`src/dcc_consts.vh`:
```
`ifndef DCC_CONSTS_VH
`define DCC_CONSTS_VH

`define DCC_ADDR_CTRL1   8'h00
`define DCC_ADDR_CTRL2   8'h01
`define DCC_ADDR_AUX     8'h02
`define DCC_ADDR_FLAG    8'h03
`define DCC_ADDR_IEN     8'h04
`define DCC_ADDR_INTCTL  8'h05

`define DCC_CTL_ON       7
`define DCC_CTL_OUT      6
`define DCC_CTL_OE       5
`define DCC_CTL_POL      4
`define DCC_CTL_REF      2
`define DCC_CTL_CH_HI    1
`define DCC_CTL_CH_LO    0
`define DCC_CTL_WMASK    8'hb7
`define DCC_CTL_RESET    8'h00

`define DCC_AUX_MC1      7
`define DCC_AUX_MC2      6
`define DCC_AUX_GATE     1
`define DCC_AUX_SYNC     0
`define DCC_AUX_WMASK    8'h03
`define DCC_AUX_RESET    8'h00

`define DCC_FLAG_C1      3
`define DCC_FLAG_C2      4
`define DCC_INT_GIE      7
`define DCC_INT_PERIPHERAL_IRQ_ENABLE     6

`define DCC_PHASES       4
`define DCC_PHASE_W      2

`endif

```
`src/dcc_comparator_ctrl.v`:
```
// Added by the designer: the register addresses and the strobed register port.
`timescale 1ns/1ps
`default_nettype none
`include "dcc_consts.vh"
module dcc_comparator_ctrl #(
  parameter NCOMP = 2
) (
  input  wire             clk,
  input  wire             reset_n,
  input  wire [7:0]       regAddr,
  input  wire [7:0]       regWrData,
  input  wire             regWr,
  input  wire             regRd,
  output reg  [7:0]       regRdData,
  input  wire [NCOMP-1:0] rawCompare,
  input  wire [NCOMP-1:0] portLatch,
  input  wire [NCOMP-1:0] pinIsOutput,
  input  wire             timerClkTick,
  output reg  [NCOMP-1:0] compEnable,
  output reg  [2*NCOMP-1:0] invInputSel,
  output reg  [NCOMP-1:0] refSelect,
  output reg  [NCOMP-1:0] pinOut,
  output reg  [NCOMP-1:0] pinOe,
  output reg              timerGate,
  output reg              timerCompOut,
  output reg              irqReq,
  output reg              wakeReq
);

  function ctrlHit;
    input [7:0] addr;
    input integer idx;
    begin
      ctrlHit = (addr == (`DCC_ADDR_CTRL1 + idx[7:0]));
    end
  endfunction

  // ---------------- shared state
  reg  [`DCC_PHASE_W-1:0] phase_ff;
  reg  [`DCC_PHASE_W-1:0] nxt_phase;
  wire                    firstPhase;
  wire [NCOMP-1:0]        syncCompare;

  reg  [8*NCOMP-1:0] ctrl_ff;
  reg  [7:0]         aux_ff;
  reg  [NCOMP-1:0]   flag_ff;
  reg  [NCOMP-1:0]   irqEn_ff;
  reg                gie_ff;
  reg                peripheral_irq_enable_ff;

  reg  [NCOMP-1:0]   sampled_ff;
  reg  [NCOMP-1:0]   snapshot_ff;
  reg  [NCOMP-1:0]   mismatchDly_ff;
  wire [NCOMP-1:0]   result;
  wire [NCOMP-1:0]   mismatch;
  wire [NCOMP-1:0]   mismatchRise;
  wire [NCOMP-1:0]   ctrlTouch;

  reg                timerHeld_ff;
  reg  [7:0]         nxt_rdData;

  wire auxWr    = regWr && (regAddr == `DCC_ADDR_AUX);
  wire flagWr   = regWr && (regAddr == `DCC_ADDR_FLAG);
  wire ienWr    = regWr && (regAddr == `DCC_ADDR_IEN);
  wire intCtlWr = regWr && (regAddr == `DCC_ADDR_INTCTL);

  dcc_sync #(
    .WIDTH (NCOMP)
  ) u_sync (
    .clk     (clk),
    .reset_n (reset_n),
    .asyncIn (rawCompare),
    .syncOut (syncCompare)
  );

  // instruction cycle is four clocks; phase zero is the first phase
  always @* begin
    nxt_phase = phase_ff + {{(`DCC_PHASE_W-1){1'b0}}, 1'b1};
  end

  always @(posedge clk) begin
    if (!reset_n) begin
      phase_ff <= {`DCC_PHASE_W{1'b0}};
    end else begin
      phase_ff <= nxt_phase;
    end
  end

  assign firstPhase = (phase_ff == {`DCC_PHASE_W{1'b0}});

  // ---------------- per comparator
  genvar gi;
  generate
    for (gi = 0; gi < NCOMP; gi = gi + 1) begin : g_comp
      wire on    = ctrl_ff[8*gi + `DCC_CTL_ON];
      wire pol   = ctrl_ff[8*gi + `DCC_CTL_POL];
      wire oe    = ctrl_ff[8*gi + `DCC_CTL_OE];
      wire ctlWr = regWr && ctrlHit(regAddr, gi);
      wire ctlRd = regRd && ctrlHit(regAddr, gi);

      // a write begins with a read, so it touches the snapshot too
      assign ctrlTouch[gi] = ctlWr || ctlRd;

      // disabled core gives a low raw level
      assign result[gi] = (on & syncCompare[gi]) ^ pol;

      assign mismatch[gi]     = snapshot_ff[gi] ^ sampled_ff[gi];
      assign mismatchRise[gi] = mismatch[gi] & ~mismatchDly_ff[gi];

      always @(posedge clk) begin
        if (!reset_n) begin
          ctrl_ff[8*gi +: 8] <= `DCC_CTL_RESET;
        end else if (ctlWr) begin
          ctrl_ff[8*gi +: 8] <= regWrData & `DCC_CTL_WMASK;
        end
      end

      always @(posedge clk) begin
        if (!reset_n) begin
          sampled_ff[gi]     <= 1'b0;
          snapshot_ff[gi]    <= 1'b0;
          mismatchDly_ff[gi] <= 1'b0;
        end else begin
          if (firstPhase) begin
            sampled_ff[gi] <= result[gi];
          end
          if (ctrlTouch[gi]) begin
            snapshot_ff[gi] <= sampled_ff[gi];
          end
          mismatchDly_ff[gi] <= mismatch[gi];
        end
      end

      // hardware set beats a same-cycle software clear
      always @(posedge clk) begin
        if (!reset_n) begin
          flag_ff[gi] <= 1'b0;
        end else if (mismatchRise[gi]) begin
          flag_ff[gi] <= 1'b1;
        end else if (flagWr) begin
          flag_ff[gi] <= regWrData[`DCC_FLAG_C1 + gi];
        end
      end

      always @(posedge clk) begin
        if (!reset_n) begin
          irqEn_ff[gi] <= 1'b0;
        end else if (ienWr) begin
          irqEn_ff[gi] <= regWrData[`DCC_FLAG_C1 + gi];
        end
      end

      // pin path follows the live result, not the phase-zero sample; registered every clock
      always @(posedge clk) begin
        if (!reset_n) begin
          pinOut[gi]               <= 1'b0;
          pinOe[gi]                <= 1'b0;
          compEnable[gi]           <= 1'b0;
          refSelect[gi]            <= 1'b0;
          invInputSel[2*gi +: 2]   <= 2'h0;
        end else begin
          pinOut[gi]             <= oe ? (on & result[gi]) : portLatch[gi];
          pinOe[gi]              <= pinIsOutput[gi];
          compEnable[gi]         <= on;
          refSelect[gi]          <= ctrl_ff[8*gi + `DCC_CTL_REF];
          invInputSel[2*gi +: 2] <= ctrl_ff[8*gi + `DCC_CTL_CH_LO +: 2];
        end
      end
    end
  endgenerate

  // ---------------- auxiliary and interrupt control registers
  always @(posedge clk) begin
    if (!reset_n) begin
      aux_ff <= `DCC_AUX_RESET;
    end else if (auxWr) begin
      aux_ff <= regWrData & `DCC_AUX_WMASK;
    end
  end

  always @(posedge clk) begin
    if (!reset_n) begin
      gie_ff  <= 1'b0;
      peripheral_irq_enable_ff <= 1'b0;
    end else if (intCtlWr) begin
      gie_ff  <= regWrData[`DCC_INT_GIE];
      peripheral_irq_enable_ff <= regWrData[`DCC_INT_PERIPHERAL_IRQ_ENABLE];
    end
  end

  // ---------------- companion timer link, second comparator only
  // sync mode holds the result steady between timer clock ticks
  always @(posedge clk) begin
    if (!reset_n) begin
      timerHeld_ff <= 1'b0;
      timerGate    <= 1'b1;
      timerCompOut <= 1'b0;
    end else begin
      if (timerClkTick) begin
        timerHeld_ff <= sampled_ff[NCOMP-1];
      end
      timerCompOut <= aux_ff[`DCC_AUX_SYNC] ? timerHeld_ff : sampled_ff[NCOMP-1];
      timerGate    <= aux_ff[`DCC_AUX_GATE] ? timerCompOut : 1'b1;
    end
  end

  // ---------------- interrupt request and wake
  always @(posedge clk) begin
    if (!reset_n) begin
      irqReq  <= 1'b0;
      wakeReq <= 1'b0;
    end else begin
      irqReq  <= (|(flag_ff & irqEn_ff)) & peripheral_irq_enable_ff & gie_ff;
      wakeReq <= (|(flag_ff & irqEn_ff)) & peripheral_irq_enable_ff;
    end
  end

  // ---------------- read port
  integer ri;
  always @* begin
    nxt_rdData = 8'h00;
    case (regAddr)
      `DCC_ADDR_CTRL1: begin
        nxt_rdData = ctrl_ff[7:0];
        nxt_rdData[`DCC_CTL_OUT] = sampled_ff[0];
      end
      `DCC_ADDR_CTRL2: begin
        nxt_rdData = ctrl_ff[15:8];
        nxt_rdData[`DCC_CTL_OUT] = sampled_ff[NCOMP-1];
      end
      `DCC_ADDR_AUX: begin
        nxt_rdData = aux_ff;
        nxt_rdData[`DCC_AUX_MC1] = sampled_ff[0];
        nxt_rdData[`DCC_AUX_MC2] = sampled_ff[NCOMP-1];
      end
      `DCC_ADDR_FLAG: begin
        for (ri = 0; ri < NCOMP; ri = ri + 1) begin
          nxt_rdData[`DCC_FLAG_C1 + ri] = flag_ff[ri];
        end
      end
      `DCC_ADDR_IEN: begin
        for (ri = 0; ri < NCOMP; ri = ri + 1) begin
          nxt_rdData[`DCC_FLAG_C1 + ri] = irqEn_ff[ri];
        end
      end
      `DCC_ADDR_INTCTL: begin
        nxt_rdData[`DCC_INT_GIE]  = gie_ff;
        nxt_rdData[`DCC_INT_PERIPHERAL_IRQ_ENABLE] = peripheral_irq_enable_ff;
      end
      default: begin
        nxt_rdData = 8'h00;
      end
    endcase
  end

  // data stand only in the cycle after the strobe
  always @(posedge clk) begin
    if (!reset_n) begin
      regRdData <= 8'h00;
    end else if (regRd) begin
      regRdData <= nxt_rdData;
    end else begin
      regRdData <= 8'h00;
    end
  end

endmodule // dcc_comparator_ctrl
`default_nettype wire

```
`src/dcc_sync.v`:
```
`timescale 1ns/1ps
`default_nettype none
module dcc_sync #(
  parameter WIDTH = 2
) (
  input  wire             clk,
  input  wire             reset_n,
  input  wire [WIDTH-1:0] asyncIn,
  output wire [WIDTH-1:0] syncOut
);

  reg [WIDTH-1:0] stage1_ff;
  reg [WIDTH-1:0] stage2_ff;

  // first stage feeds only the second
  always @(posedge clk) begin
    if (!reset_n) begin
      stage1_ff <= {WIDTH{1'b0}};
      stage2_ff <= {WIDTH{1'b0}};
    end else begin
      stage1_ff <= asyncIn;
      stage2_ff <= stage1_ff;
    end
  end

  assign syncOut = stage2_ff;

endmodule // dcc_sync
`default_nettype wire

```
`config.mk`:
```
export PLATFORM = sky130hd
export DESIGN_NAME = dcc_comparator_ctrl
export DESIGN_NICKNAME = d
export VERILOG_FILES = /design/src/dcc_comparator_ctrl.v /design/src/dcc_sync.v
export VERILOG_INCLUDE_DIRS = /design/src
export SDC_FILE = /design/constraint.sdc
export NUM_CORES = 1
export LEC_CHECK = 0
export CORE_MARGIN = 8
export CORE_UTILIZATION = 43
export CTS_CLUSTER_DIAMETER = 60
export DETAILED_ROUTE_END_ITERATION = 10
export DONT_BUFFER_PORTS = 1
export GPL_TIMING_DRIVEN = 0
export SETUP_SLACK_MARGIN = 0.3
export SLEW_MARGIN = 20
export SYNTH_ARGS = -nofsm -noshare
export SYNTH_HDL_FRONTEND = slang
export SYNTH_HIERARCHICAL = 1
export SYNTH_SLANG_ARGS = --single-unit
```
`constraint.sdc`:
```
create_clock -name clk -period 2.78 [get_ports clk]
set_clock_uncertainty 0.15 [all_clocks]
set_input_delay 0.556 -clock clk [delete_from_list [all_inputs] [get_ports clk]]
set_output_delay 0.556 -clock clk [all_outputs]
set_load 0.03 [all_outputs]
```
==> results of run 1 <==
==> kinds of logic after synthesis <==
group | after synthesis | synth area share (%)
compound gates | 27 | 8.42
xor+xnor | 6 | 2.33
fa+ha+maj | 1 | 0.554
buf+inv | 12 | 2.82
flops | 57 | 50.5
mux | 22 | 9.75
simple gates | 96 | 25.6
==> Yosys cell counts <==
cell and number:
nand2b_1 3, nor4b_4 1, clkbuf_2 1, a2bb2oi_1 1, buf_6 1, clkbuf_8 1
nand2_4 1, ha_1 1, and2_1 20, nand4b_1 1, nor3_1 3, mux2i_1 22
o311a_1 2, clkbuf_1 6, nand3_1 14, nand2_1 14, dfxtp_1 57, o211a_1 2
o21a_1 1, inv_1 3, nor2_1 7, o21ai_0 8, a211oi_1 1, o21ba_2 1
a2111o_1 1, a21oi_1 5, a22oi_1 1, nand3b_1 1, nor2b_1 21, nand4_1 5
a211o_2 1, xor2_1 6, or4_4 1, nor3_4 1, or3b_2 1, a21o_1 1
a21boi_0 2, nand3_2 2
==> report_power, final <==
group / internal, mW / leakage, nW / switching [mW]
clock network: 0.436 / 0.0974 / 0.306
registers: 0.834 / 0.463 / 0.0201
logic: 0.0377 / 0.485 / 0.0445
==> layout make-up <==
cell class	count	area, sq um
buffer	9	52.6
multi-input combinational	152	1050
clock buffer	13	149
fill	516	2540
inverter	3	11.3
clock inverter	3	40.0
sequential	57	1140
tap	70	87.6
==> per-layer routing <==
layer / wire, um / vias to the layer above / track usage (%)
met5: 0 / - / 0
met1: 2300 / 714 / 16.2
met3: 386 / 6 / 5.48
li1: - / 783 / -
met4: 63 / 0 / 7.99
met2: 2290 / 43 / 20.5
==> metrics by stage <==
step	total power, mW	setup WS (ns)	cell area (sq um)	hold WS [ns]
2_1_floorplan	0.935	1.02	2260	0.242
3_3_place_gp	0.954	0.774	2350	0.254
3_5_place_dp	0.955	0.734	2350	0.255
4_1_cts	1.70	1.11	2530	0.186
5_1_grt	1.75	1.03	2530	0.181
6_report	1.68	1.09	2530	0.197
==> final timing paths <==
kind / cells past startpoint / slack (ns) / startpoint / endpoint
setup / recovery: 5 / 1.09 / regAddr[0] / ctrl_ff[8]
hold / removal: 1 / 0.20 / pinIsOutput[0] / pinOe[0]
setup reg to reg: 4 / 1.27 / sampled_ff[0] / flag_ff[0]
hold reg to reg: 1 / 0.28 / phase_ff[0] / phase_ff[0]
==> impl_metrics.json, run 1 <==
{
  "synth_nets": 249,
  "syn_to_final_growth_pct": 12.2,
  "grt_usage_pct": 13.7,
  "top_regs": "ctrl_ff: 12 flops, regRdData: 8 flops, invInputSel: 4 flops",
  "start_util_pct": 44.5,
  "place.gp.congestion": 0.791,
  "grt_max_degree": 11,
  "grt_pass1_wl_um": 7910,
  "critPathLaunchType": "primary input",
  "critPathKind": "in -> reg",
  "synth_seq_cells": 57,
  "crit_buf_inv": 1,
  "fmax_ghz": 0.592,
  "layout_commonest_cell": "dfxtp_1",
  "first_global_vias": 1544,
  "nets": 260,
  "largest-register": "ctrl_ff",
  "hold_path_class": "in -> reg",
  "ctsResizeCount": 0,
  "maxCapViolCount": 0,
  "rsz0062_at_grt": "no",
  "slew_headroom_pct": 68.3,
  "syn_avg_cell_area_sq_um": 10.2,
  "clockBufferDepth": 2,
  "yosys-top-cells-area": "dfxtp_1 51%, mux2i_1 9.8%, nor2b_1 5.8%, and2_1 5.5%, nand3_1 3.1%",
  "postCtsSetupBuffers": 0,
  "layout_common_cells": "57 x dfxtp_1, 22 x mux2i_1, 21 x nor2b_1, 20 x and2_1",
  "yosysUniqueCellTypes": 38,
  "largest_reg_flops": 12,
  "core_region_area_sq_um": 5070,
  "ant_nets": 0,
  "leakage_nw": 1.04,
  "crit_top_cell": "nor2b_1",
  "overflow": 0,
  "final.min_clock_period_ns": 1.69,
  "place_inst": 291,
  "cp.required_ns": 2.85,
  "ioPinCount": 51,
  "rows": 26,
  "portBuffers": 0,
  "drt_iter0_drc": 92,
  "grt_antenna_before_repair": 0,
  "synth.cell_area_sq_um": 2260,
  "hold_viol_final": 0,
  "root_buffer": "clkbuf_8",
  "crit_family": "simple AND/OR/NAND/NOR gates",
  "tightest_slew_ns": 0.476,
  "ctsHoldBuffers": 0,
  "cts_tree": "yes",
  "ys_warn_count": 6,
  "vdd.ir_drop.worst_mv": 0.284,
  "drtPass1Iterations": 4,
  "diodes": 0,
  "cp_max_fo": 6,
  "post-route-drc-count": 0,
  "fin_tns_setup_ns": 0,
  "final_util_pct": 50.0,
  "path_clk_slew_ns": 0.07,
  "drt-total-wl_um": 5050,
  "die_area_sq_um": 7830,
  "via_per_inst": 5.04,
  "cp-end-kind": "register",
  "slew_violations": 0,
  "die_x_um": 88.5,
  "status": "complete, no violations",
  "stdcell_count": 307,
  "synth_seq_area_share_pct": 50.5,
  "yosysTopAreaCell": "dfxtp_1",
  "vias": 1546,
  "clock_latency_ns": 0.33,
  "drive_gt1_share_pct": 10.5,
  "report.final.setup_viol": 0,
  "die_h_um": 88.5,
  "htree_levels": 3,
  "critPathArrivalTime_ns": 1.76,
  "critPathMaxStageDelay_ns": 0.40,
  "numCtsBuffers": 9,
  "wire_per_inst_um": 16.4,
  "path_cells": "clkbuf_2, nor2b_1, nand3_2, mux2i_1, nor2b_1",
  "post-route-period-util_pct": 60.8,
  "clock_sinks": 57,
  "hpwl_um": 3690,
  "netlist_instances": 221,
  "cp_slowest_cell": "nor2b_1",
  "power_density_nw_per_um2": 662,
  "synth_top_area_share_pct": 50.5
}
Note: power is estimated with default switching activity, not from simulation.
==> inputs of run 2 (changes only) <==
==> constraint.sdc (replaced) <==
create_clock -name clk -period 1.56 [get_ports clk]
set_clock_uncertainty 0.15 [all_clocks]
set_input_delay 0.312 -clock clk [delete_from_list [all_inputs] [get_ports clk]]
set_output_delay 0.312 -clock clk [all_outputs]
set_load 0.03 [all_outputs]
==> run 2 against run 1 <==
  * Power grew 95%
  * Cell area grew 15%
  * Critical path depth shrank 1
  * Hold slack lost 0.20 ns
  * Non-clock buffer count grew 24
  * First-iteration DRC count shrank 7.6%
  * Combinational power grew to 2.8 times the previous value
  * Via count grew 9.4%
  * Critical path type is now reg -> reg
  * Largest cell class unchanged
  * Highest routed layer unchanged
==> impl_metrics.json, run 2 (same netlist as run 1, synthesis figures left out) <==
{
  "rsz0062_at_grt": "yes",
  "start_util_pct": 44.5,
  "path_clk_slew_ns": 0.07,
  "rows": 26,
  "largest_reg_flops": 12,
  "numCtsBuffers": 9,
  "post-route-period-util_pct": 88.7,
  "drive_gt1_share_pct": 28.4,
  "clock_sinks": 57,
  "cp-end-kind": "register",
  "htree_levels": 3,
  "fmax_ghz": 0.723,
  "die_h_um": 88.5,
  "slew_headroom_pct": 67.4,
  "maxCapViolCount": 0,
  "critPathArrivalTime_ns": 1.46,
  "diodes": 0,
  "grt_pass1_wl_um": 8630,
  "timing.hold.ws_ns": 0.00140,
  "cp_slowest_cell": "or3b_4",
  "place.gp.congestion": 0.848,
  "first_global_vias": 1676,
  "clock_latency_ns": 0.33,
  "clockBufferDepth": 2,
  "hold_path_class": "in -> reg",
  "wire_per_inst_um": 16.5,
  "cts_tree": "yes",
  "leakage_nw": 1.21,
  "critPathMaxStageDelay_ns": 0.35,
  "final.min_clock_period_ns": 1.38,
  "top_regs": "ctrl_ff: 12 flops, regRdData: 8 flops, invInputSel: 4 flops",
  "vias": 1692,
  "power_density_nw_per_um2": 1120,
  "ioPinCount": 51,
  "stdcell_count": 331,
  "drtPass1Iterations": 4,
  "grt_usage_pct": 15.0,
  "syn_to_final_growth_pct": 29.4,
  "report.final.setup_viol": 0,
  "via_per_inst": 5.11,
  "drt_iter0_drc": 85,
  "overflow": 0,
  "vdd.ir_drop.worst_mv": 0.538,
  "root_buffer": "clkbuf_8",
  "grt_antenna_before_repair": 0,
  "layout_common_cells": "28 x dfxtp_1, 26 x dfxtp_2, 21 x mux2i_1, 20 x and2_1, 18 x nor2b_1",
  "slew_violations": 0,
  "core_region_area_sq_um": 5070,
  "ctsHoldBuffers": 16,
  "layout_commonest_cell": "dfxtp_1",
  "post-route-drc-count": 0,
  "cp.required_ns": 1.63,
  "cp_max_fo": 2,
  "path_cells": "xor2_2, nor2b_4, or3b_4, o311a_1",
  "ant_nets": 0,
  "critPathLaunchType": "register",
  "die_area_sq_um": 7830,
  "portBuffers": 0,
  "status": "complete, no violations",
  "place_inst": 291,
  "hold_viol_final": 0,
  "critPathKind": "reg -> reg",
  "largest-register": "ctrl_ff",
  "drt-total-wl_um": 5470,
  "hpwl_um": 3680,
  "tightest_slew_ns": 0.487,
  "grt_max_degree": 11,
  "die_x_um": 88.5,
  "nets": 284
}
[run 2: timing repair]
action,CTS,global route
setup buffers,6,2
endpoints found under the hold margin,32,2
pin swaps,2,1
resized for setup,33,16
setup endpoints to repair,41,19
[run 2: stage by stage]
step	setup TNS (ns)	worst slack [ns]	power, mW	util [%]	area [sq um]
final	0	0.176	3.27	57.6	2920
after global routing	0	0.133	3.41	57.6	2920
after CTS	0	0.169	3.29	56.3	2860
after detailed placement	-1.57	-0.0952	1.70	46.5	2360
after global placement	-1.53	-0.0982	1.70	46.5	2360
after floorplan	0	0.0586	1.67	-	2270
[run 2: layer usage]
layer  part of all wire [%]  GRT usage [%]  vias to the layer above  wire length, um
met4                    2.3           9.37                        0              126
met1                     44           17.7                      797             2430
met3                    7.8           5.57                       13              429
met2                     45           22.5                       51             2480
li1                       -              -                      831                -
met5                      0              0                        -                0
[run 2: where the power goes]
group | internal (mW) | total, mW | switching (mW) | leakage, nW
combinational | 0.123 | 0.234 | 0.111 | 0.619
clock | 0.940 | 1.51 | 0.574 | 0.113
sequential | 1.49 | 1.52 | 0.0320 | 0.476
total | 2.55 | 3.27 | 0.717 | 1.21
[run 2: final timing paths]
path | depth (start not counted) | startpoint | slack (ns) | to
max reg2reg | 4 | snapshot_ff[0] | 0.18 | flag_ff[0]
min reg2reg | 1 | phase_ff[0] | 0.26 | phase_ff[0]
min | 2 | regAddr[2] | 0.001 | regRdData[5]
max | 4 | snapshot_ff[0] | 0.18 | flag_ff[0]
[run 2: area by class of cell]
cell class	instances	area, sq um
plain buffers	9	57.6
clock buffers	11	141
clock inverters	5	78.8
fillers	452	2150
inverters	3	11.3
multi-input cells	152	1130
flip-flops and latches	57	1180
well taps	70	87.6
repair buffers	24	235
[run 2: worst max-delay path: cells and delay by family, from the launching register on]
| family | cells | cell delay, ns |
|---|---|---|
| flops | 1 | 0.34 |
| simple gates | 2 | 0.48 |
| compound gates | 1 | 0.12 |
| xor+xnor | 1 | 0.18 |
